===== config.mk =====
export PLATFORM = sky130hd
export DESIGN_NAME = ebrc_bus_ctrl
export DESIGN_NICKNAME = d
export VERILOG_FILES = /design/src/ebrc_state_div.v /design/src/ebrc_queue_mem.v /design/src/ebrc_bus_ctrl.v
export VERILOG_INCLUDE_DIRS = /design/src
export SDC_FILE = /design/constraint.sdc
export NUM_CORES = 1
export LEC_CHECK = 0
export ABC_AREA = 1
export CELL_PAD_IN_SITES_DETAIL_PLACEMENT = 0
export CELL_PAD_IN_SITES_GLOBAL_PLACEMENT = 1
export CORE_UTILIZATION = 35
export CTS_CLUSTER_DIAMETER = 60
export DETAILED_ROUTE_END_ITERATION = 7
export DONT_BUFFER_PORTS = 1
export GPL_TIMING_DRIVEN = 0
export PLACE_DENSITY = 0.63
export SLEW_MARGIN = 20
export SYNTH_ARGS = -nofsm -noshare
export SYNTH_HDL_FRONTEND = slang
export SYNTH_SLANG_ARGS = --single-unit

===== constraint.sdc =====
create_clock -name clk -period 6.6 [get_ports clk]
set_clock_uncertainty 0.05 [all_clocks]
set_input_delay 1.32 -clock clk [delete_from_list [all_inputs] [get_ports clk]]
set_output_delay 1.32 -clock clk [all_outputs]
set_load 0.03 [all_outputs]

===== src/ebrc_map.vh =====
`ifndef EBRC_MAP_VH
`define EBRC_MAP_VH

// oscillator periods per state time
`define EBRC_OSC_PER_STATE 2'h2
// last state index of a bus cycle (three states)
`define EBRC_LAST_STATE 2'h2
// states in the reset sequence after release
`define EBRC_RESET_STATES 4'ha
// configuration byte and first opcode addresses
`define EBRC_CFG_ADDR 16'h2018
`define EBRC_BOOT_ADDR 16'h2080
// configuration byte fields and reset value
`define EBRC_CFG_BUS16_BIT 1
`define EBRC_CFG_WRSTB_BIT 2
`define EBRC_CFG_RST 8'h00
// prefetch queue
`define EBRC_Q_DEPTH 3'h4
`define EBRC_Q_AW 2
`define EBRC_Q_WORDS 4

`endif


===== src/ebrc_state_div.v =====
`timescale 1ns/1ps
`include "ebrc_map.vh"

module ebrc_state_div (
  input wire clk,
  input wire resetn,
  output reg state_end
);
  reg [1:0] osc_cnt;
  wire [1:0] last = `EBRC_OSC_PER_STATE - 2'h1;

  always @(posedge clk or negedge resetn) begin
    if (!resetn) begin
      osc_cnt <= 2'h0;
      state_end <= 1'b0;
    end else begin
      osc_cnt <= (osc_cnt == last) ? 2'h0 : osc_cnt + 2'h1;
      state_end <= (osc_cnt == last - 2'h1);
    end
  end
endmodule


===== src/ebrc_queue_mem.v =====
`timescale 1ns/1ps
`include "ebrc_map.vh"

module ebrc_queue_mem (
  input wire clk,
  input wire we,
  input wire [`EBRC_Q_AW-1:0] waddr,
  input wire [15:0] wdata,
  input wire [`EBRC_Q_AW-1:0] raddr,
  output reg [15:0] rdata
);
  reg [15:0] mem [0:`EBRC_Q_WORDS-1];

  always @(posedge clk) begin
    if (we) begin
      mem[waddr] <= wdata;
    end
    rdata <= mem[raddr];
  end
endmodule


===== src/ebrc_bus_ctrl.v =====
// What this block does
// - high-enable (outside sixteen-bit strobe mode) and fetch flag held whole cycle
// - config byte read, then fetch from boot
// - config byte selects width and strobe mode
// - address strobe high while reset held
// - external access pin caught at release
// - sixteen-bit write strobe one period longer
// - eight-bit write strobes keep old width
// - fetch into full queue dropped, refetched
// - state time is two oscillator periods
// - eight-bit strobe mode: high pin marks even
// - low write strobe used for every byte outside sixteen-bit strobe mode
`timescale 1ns/1ps
`include "ebrc_map.vh"

module ebrc_bus_ctrl (
  input wire clk,
  input wire resetn,
  input wire external_access_sel_n,
  input wire [15:0] ad_in,
  output reg [15:0] ad_out,
  output reg ad_oe,
  output reg address_valid_n,
  output reg read_strobe_n,
  output reg write_low_strobe_n,
  output reg byte_high_enable_n,
  output reg instruction_fetch_flag,
  output reg external_mode,
  output reg bus16_mode,
  output reg write_strobe_mode,
  output reg seq_running,
  input wire data_req,
  input wire data_we,
  input wire data_byte,
  input wire [15:0] data_addr,
  input wire [15:0] data_wdata,
  output reg data_done,
  output reg [15:0] data_rdata,
  input wire fetch_flush,
  input wire [15:0] fetch_flush_addr,
  input wire instr_ready,
  output reg instr_valid,
  output reg [15:0] instr_data
);
  localparam [3:0] SEQ_LATCH = 4'h1;
  localparam [3:0] SEQ_CFG = 4'h2;
  localparam [3:0] SEQ_WAIT = 4'h4;
  localparam [3:0] SEQ_RUN = 4'h8;
  localparam [2:0] OP_CFG = 3'h1;
  localparam [2:0] OP_DATA = 3'h2;
  localparam [2:0] OP_FETCH = 3'h4;
  localparam [7:0] CFG_RST = `EBRC_CFG_RST;

  function lane_hi;
    input [15:0] a;
    input b16;
    input wbyte;
    begin
      lane_hi = b16 & (~wbyte | a[0]);
    end
  endfunction

  wire state_end;
  wire [15:0] q_rdata;
  reg [3:0] seq;
  reg [3:0] rst_states;
  reg busy;
  reg [1:0] st;
  reg [2:0] op;
  reg [15:0] cur_addr;
  reg cur_we;
  reg cur_byte;
  reg cur_second;
  reg [15:0] cur_wdata;
  reg [7:0] low_byte;
  reg drop;
  reg [15:0] fetch_addr;
  reg [`EBRC_Q_AW:0] wptr;
  reg [`EBRC_Q_AW:0] rptr;
  reg rd_pend;

  ebrc_state_div u_div (
    .clk(clk),
    .resetn(resetn),
    .state_end(state_end)
  );

  wire [2:0] q_count = wptr - rptr;
  wire q_full = (q_count == `EBRC_Q_DEPTH);
  wire adr_ph = busy & (st == 2'h0);
  wire cyc_end = busy & state_end & (st == `EBRC_LAST_STATE);
  wire last_osc = state_end & (st == `EBRC_LAST_STATE);
  wire cur_hi = lane_hi(cur_addr, bus16_mode, cur_byte);
  wire cur_lo = ~bus16_mode | ~cur_byte | ~cur_addr[0];
  wire word8 = ~bus16_mode & ~cur_byte;
  wire last_part = ~word8 | cur_second;
  wire [7:0] in_byte = (bus16_mode & cur_addr[0]) ? ad_in[15:8] : ad_in[7:0];
  wire [15:0] rd_word = word8 ? {in_byte, low_byte} :
                        (cur_byte ? {8'h00, in_byte} : ad_in);
  wire q_push = cyc_end & (op == OP_FETCH) & last_part & ~drop & ~q_full & ~fetch_flush;
  wire q_issue = (q_count != 3'h0) & ~rd_pend & (~instr_valid | instr_ready) & ~fetch_flush;
  wire start_ok = ~busy & state_end;
  wire want_cfg = (seq == SEQ_CFG);
  wire want_data = (seq == SEQ_RUN) & data_req & ~data_done;
  wire want_fetch = (seq == SEQ_RUN);

  ebrc_queue_mem u_mem (
    .clk(clk),
    .we(q_push),
    .waddr(wptr[`EBRC_Q_AW-1:0]),
    .wdata(rd_word),
    .raddr(rptr[`EBRC_Q_AW-1:0]),
    .rdata(q_rdata)
  );

  // reset sequence
  always @(posedge clk or negedge resetn) begin
    if (!resetn) begin
      seq <= SEQ_LATCH;
      rst_states <= 4'h0;
      external_mode <= 1'b0;
      bus16_mode <= CFG_RST[`EBRC_CFG_BUS16_BIT];
      write_strobe_mode <= CFG_RST[`EBRC_CFG_WRSTB_BIT];
      seq_running <= 1'b0;
    end else begin
      if (state_end && rst_states != `EBRC_RESET_STATES) begin
        rst_states <= rst_states + 4'h1;
      end
      case (seq)
        SEQ_LATCH: begin
          external_mode <= ~external_access_sel_n;
          seq <= SEQ_CFG;
        end
        SEQ_CFG: begin
          if (cyc_end && op == OP_CFG) begin
            bus16_mode <= rd_word[`EBRC_CFG_BUS16_BIT];
            write_strobe_mode <= rd_word[`EBRC_CFG_WRSTB_BIT];
            seq <= SEQ_WAIT;
          end
        end
        SEQ_WAIT: begin
          if (rst_states == `EBRC_RESET_STATES) begin
            seq <= SEQ_RUN;
            seq_running <= 1'b1;
          end
        end
        SEQ_RUN: begin
          seq <= SEQ_RUN;
        end
        default: begin
          seq <= SEQ_LATCH;
        end
      endcase
    end
  end

  // bus cycle engine
  always @(posedge clk or negedge resetn) begin
    if (!resetn) begin
      busy <= 1'b0;
      st <= 2'h0;
      op <= OP_CFG;
      cur_addr <= 16'h0000;
      cur_we <= 1'b0;
      cur_byte <= 1'b0;
      cur_second <= 1'b0;
      cur_wdata <= 16'h0000;
      low_byte <= 8'h00;
      drop <= 1'b0;
      fetch_addr <= `EBRC_BOOT_ADDR;
      data_done <= 1'b0;
      data_rdata <= 16'h0000;
    end else begin
      data_done <= 1'b0;
      if (fetch_flush) begin
        fetch_addr <= fetch_flush_addr;
        drop <= busy & (op == OP_FETCH);
      end
      if (busy && state_end) begin
        st <= st + 2'h1;
      end
      if (cyc_end) begin
        if (!last_part) begin
          low_byte <= in_byte;
          cur_second <= 1'b1;
          cur_addr <= cur_addr + 16'h0001;
          st <= 2'h0;
        end else begin
          busy <= 1'b0;
          cur_second <= 1'b0;
          drop <= 1'b0;
          if (op == OP_DATA) begin
            data_done <= 1'b1;
            data_rdata <= rd_word;
          end
          // advance only when the word was kept
          if (op == OP_FETCH && q_push) begin
            fetch_addr <= fetch_addr + 16'h0002;
          end
        end
      end else if (start_ok && (want_cfg || want_fetch)) begin
        busy <= 1'b1;
        st <= 2'h0;
        cur_second <= 1'b0;
        if (want_cfg) begin
          op <= OP_CFG;
          cur_addr <= `EBRC_CFG_ADDR;
          cur_we <= 1'b0;
          cur_byte <= 1'b1;
        end else if (want_data) begin
          op <= OP_DATA;
          cur_addr <= data_addr;
          cur_we <= data_we;
          cur_byte <= data_byte;
          cur_wdata <= data_wdata;
        end else begin
          // fetch even when the queue is full
          op <= OP_FETCH;
          cur_addr <= fetch_flush ? fetch_flush_addr : fetch_addr;
          cur_we <= 1'b0;
          cur_byte <= 1'b0;
        end
      end
    end
  end

  // prefetch queue pointers and output stage
  always @(posedge clk or negedge resetn) begin
    if (!resetn) begin
      wptr <= 3'h0;
      rptr <= 3'h0;
      rd_pend <= 1'b0;
      instr_valid <= 1'b0;
      instr_data <= 16'h0000;
    end else if (fetch_flush) begin
      wptr <= 3'h0;
      rptr <= 3'h0;
      rd_pend <= 1'b0;
      instr_valid <= 1'b0;
    end else begin
      if (q_push) begin
        wptr <= wptr + 3'h1;
      end
      rd_pend <= q_issue;
      if (q_issue) begin
        rptr <= rptr + 3'h1;
      end
      if (rd_pend) begin
        instr_valid <= 1'b1;
        instr_data <= q_rdata;
      end else if (instr_ready) begin
        instr_valid <= 1'b0;
      end
    end
  end

  // pin values
  reg next_wstrobe;
  reg next_wrl_n;
  reg next_bhe_n;
  reg [15:0] next_ad;
  always @* begin
    // sixteen-bit strobe runs to the last period
    // eight-bit strobe ends one period early
    next_wstrobe = busy & cur_we & ~adr_ph & (bus16_mode | ~last_osc);
    if (adr_ph) begin
      next_ad = cur_addr;
    end else if (bus16_mode && cur_byte && cur_addr[0]) begin
      next_ad = {cur_wdata[7:0], cur_wdata[7:0]};
    end else if (word8 && cur_second) begin
      next_ad = {8'h00, cur_wdata[15:8]};
    end else begin
      next_ad = cur_wdata;
    end
    if (!write_strobe_mode) begin
      next_wrl_n = ~next_wstrobe;
      // level held for the whole cycle
      next_bhe_n = ~(busy & cur_hi);
    end else if (!bus16_mode) begin
      // low strobe for odd and even bytes
      next_wrl_n = ~next_wstrobe;
      // low for odd, high for even
      next_bhe_n = busy ? ~cur_addr[0] : 1'b1;
    end else begin
      next_wrl_n = ~(next_wstrobe & cur_lo);
      next_bhe_n = ~(next_wstrobe & cur_hi);
    end
  end

  always @(posedge clk or negedge resetn) begin
    if (!resetn) begin
      address_valid_n <= 1'b1;
      ad_out <= 16'h0000;
      ad_oe <= 1'b0;
      read_strobe_n <= 1'b1;
      write_low_strobe_n <= 1'b1;
      byte_high_enable_n <= 1'b1;
      instruction_fetch_flag <= 1'b0;
    end else begin
      address_valid_n <= adr_ph;
      ad_out <= next_ad;
      ad_oe <= busy & (adr_ph | cur_we);
      read_strobe_n <= ~(busy & ~adr_ph & ~cur_we);
      write_low_strobe_n <= next_wrl_n;
      byte_high_enable_n <= next_bhe_n;
      // fetch flag held for the whole cycle
      instruction_fetch_flag <= busy & (op == OP_FETCH);
    end
  end
endmodule


==> summary.txt <==
Status
  • Status: complete, no violations

Worst setup path
  • CP required: 6.81 ns
  • CP Launch Type: register
  • Cell with the most instances on the worst path: nand2_1
  • WP data arrival: 3.63 ns
  • CP Class: register to register
  • RR Endpoint: u_mem.mem[2][5]$_DFFE_PP_
  • Cells on worst reg2reg path: 12
  • CP endpoint kind: register
  • Flop2flop setup slack: 3.18 ns
  • Worst Setup EP: u_mem.mem[2][5]$_DFFE_PP_
  • Worst Path Max Fanout: 10
  • Crit path from: rptr[1]$_DFFE_PN0P_
  • Critical path's slowest cell: dfrtp_1
  • Reg2Reg Launch Point: rptr[1]$_DFFE_PN0P_
  • Slowest stage delay, CP: 0.54 ns
  • CP Cell Sequence: inv_1 -> clkbuf_1 -> ha_1 -> nand2_1 -> nand2_1 -> inv_1 -> nand2_1 -> nand3_1 -> nand3_1 -> buf_2 -> nor2_2 -> buf_6

Synth
  • EDFF count, synth: 64
  • Synthesized Nets: 1203
  • Syn avg cell area: 9.115 um^2
  • Primary FF master, synth: dfrtp_1
  • Yosys reg bits: 224
  • Async SR Flop Fraction: 64.29%
  • Post-synthesis cell type count: 47
  • Syn Inst Count: 1118
  • Post-Syn Area: 10190 um^2
  • Sequential cell area fraction in the yosys report: 57.46%
  • Ys Warns: 0

Clock tree
  • CTS clk-pin slew, worst paths: 0.06 ns
  • Post-CTS sizing: 0
  • Root buf cell: clkbuf_16
  • Worst skew pair latency: 0.55 ns
  • CTS H-tree depth: 1
  • Postcts setup bufs: 0
  • Hold-fix buffers, CTS: 0
  • CTS tree: done
  • CTS Buffer Depth: 3
  • TritonCTS Sinks: 224
  • TritonCTS Buffers: 27

Route
  • Antenna Nets Post-Route: 0
  • Routed via count: 7628
  • Post-DR wirelength/cell: 18.78 um
  • Vias per inst: 4.899
  • Post-route DRC: 0
  • Drt first-iter violations: 515
  • DR pass1 iterations: 6
  • Final wirelength: 29.24 mm

Power and ir drop
  • Static leakage: 5.177 nW
  • PwrDens: 449.5 nW/um^2
  • Peak supply drop: 0.2183 mV

Floorplanning
  • Die ar.: 29800 um^2
  • Core Area: 28700 um^2
  • Overall die width: 172.6 um
  • Ports: 132
  • Die height: 172.6 um
  • Placement Rows: 62
  • Starting Density: 35.51%

STA
  • Slew Viols, Final: 0
  • Minimum clock period: 3.419 ns
  • Pin slew with the least headroom to its limit: 0.7617 ns
  • RSZ-0062 raised after global routing: no
  • Setup_tns: 0 ns
  • Max Fclk: 292.5 MHz
  • Max_slew headroom: 48.68%
  • Final setup fails: 0
  • Fin crit share: 51.80%
  • Final hold vios: 0

Layout
  • Proportion of layout cells with a drive suffix above 1: 10.58%
  • Commonest cells after routing, fill and taps aside: nand2_1, dfrtp_1, o21ai_0
  • Final Instance Area: 11650 um^2
  • Most common cell after layout, fill and taps aside: nand2_1
  • Layout net count: 1236
  • Area Growth Syn to Fin: 14.28%

Hold path
  • Hold WC Path Type: register to register
  • Hold depth: 1

Placement
  • Port buffer count: 0
  • Dpl cell area: 10730 um^2
  • HPWL after DPL: 20.86 mm
  • Routability cong.: 0.8237

GRT
  • Antenna violations before repair: 1
  • First-pass GRT wire length: 45.27 mm
  • Largest net degree at the start of global routing: 145
  • Grt total ovfl: 0
  • Gr usage total: 19.75%
  • Vias in the first global route: 7574

Flow run
  • Max-cap check violation count: 0
-- synthesized netlist by cell type, drive strengths merged (2+ instances only) --
| cell | count | area, um^2 |
|---|---|---|
| nand2 | 285 | 1095 |
| o21ai | 148 | 755.7 |
| dfrtp | 136 | 3403 |
| inv | 112 | 420.4 |
| nor2 | 96 | 391.6 |
| edfxtp | 64 | 1922 |
| nand3 | 58 | 307.8 |
| a21oi | 42 | 210.2 |
| buf | 27 | 165.2 |
| o22ai | 26 | 162.7 |
| clkbuf | 18 | 67.56 |
| dfxtp | 16 | 320.3 |
| mux2 | 16 | 180.2 |
| ha | 13 | 162.7 |
| xor2 | 12 | 105.1 |
| nand4 | 9 | 62.56 |
| dfstp | 8 | 210.2 |
| a22oi | 6 | 45.04 |
| nor3 | 6 | 35.03 |
| xnor2 | 5 | 43.79 |
| nor4 | 3 | 33.78 |
| or2 | 2 | 12.51 |
-- power by group --
part,switching [W],total [W],internal (W)
sequential,0.000559,0.00240,0.00184
clock,0.000603,0.00153,0.000923
combinational,0.000870,0.00131,0.000437
-- stage by stage --
step	hold WS (ns)	instances	utilization, %	total power, W	setup slack [ns]
finish	0.3675	1557	40.58	0.005235	3.181
global route	0.3877	1556	40.57	0.005562	2.869
CTS	0.3709	1556	40.57	0.005302	3.090
detailed placement	0.3632	1506	37.38	0.003754	3.107
global placement	0.3540	1502	37.18	0.003733	2.441
floorplan	0.3468	1118	-	0.003287	3.590
-- per-layer routing --
metal | vias to the layer above | track usage [%] | routed length, um
met4 | 0 | 4.576 | 621
met1 | 3671 | 25.02 | 12590
li1 | 3775 | - | -
met5 | - | 0 | 0
met2 | 147 | 34.49 | 14610
met3 | 35 | 4.002 | 1415
-- state kept, by name, summed over array words and instances (netlist names), 2 cells and up --
name and flops:
cur_addr 16, rptr 3, op 3, fetch_addr 16
u_div.osc_cnt 2, low_byte 8, instr_data 16, data_rdata 16
rst_states 4, u_mem.mem 64, wptr 3, seq 4
st 2, u_mem.rdata 16, ad_out 16, cur_wdata 16
-- logic make-up (layout without fill, tap and decap cells) --
family / Yosys count / count (layout) / synth area share, %
compound gates: 230 / 230 / 12.12
xor+xnor: 17 / 17 / 1.461
fa+ha+maj: 13 / 13 / 1.596
buf+inv: 157 / 211 / 6.409
flops: 224 / 224 / 57.46
mux: 17 / 17 / 1.866
other cells: 0 / 1 / 0
simple gates: 460 / 460 / 19.09
-- worst max-delay path, delay by kind of cell, from the launching register on --
family        cells  cell delay (ns)
flops             1             0.54
buf+inv           5             1.24
fa+ha+maj         1             0.33
simple gates      6             0.94
-- how the worst min path moves through the flow --
stage | start | to | slack [ns]
floorplan | u_div.osc_cnt[1]$_DFF_PN0_ | u_div.state_end$_DFF_PN0_ | 0.35
global placement | u_div.osc_cnt[1]$_DFF_PN0_ | u_div.state_end$_DFF_PN0_ | 0.35
detailed placement | u_div.osc_cnt[1]$_DFF_PN0_ | u_div.state_end$_DFF_PN0_ | 0.36
CTS | u_div.osc_cnt[1]$_DFF_PN0_ | u_div.state_end$_DFF_PN0_ | 0.37
global route | resetn | instr_data[9]$_DFFE_PN0P_ | 0.39
finish | u_div.osc_cnt[1]$_DFF_PN0_ | u_div.state_end$_DFF_PN0_ | 0.37
-- area by class of cell --
class,count,area (um^2)
Clock buffer,40,764.5
Clock inverter,10,148.9
Inverter,112,420.4
Antenna cell,1,2.502
Timing Repair Buffer,4,48.80
Buffer,45,232.7
Fill cell,2910,17060
Tap cell,384,480.5
Multi-Input combinational cell,737,3692
Sequential cell,224,5856
No activity file was read; power rests on OpenSTA's default activity.
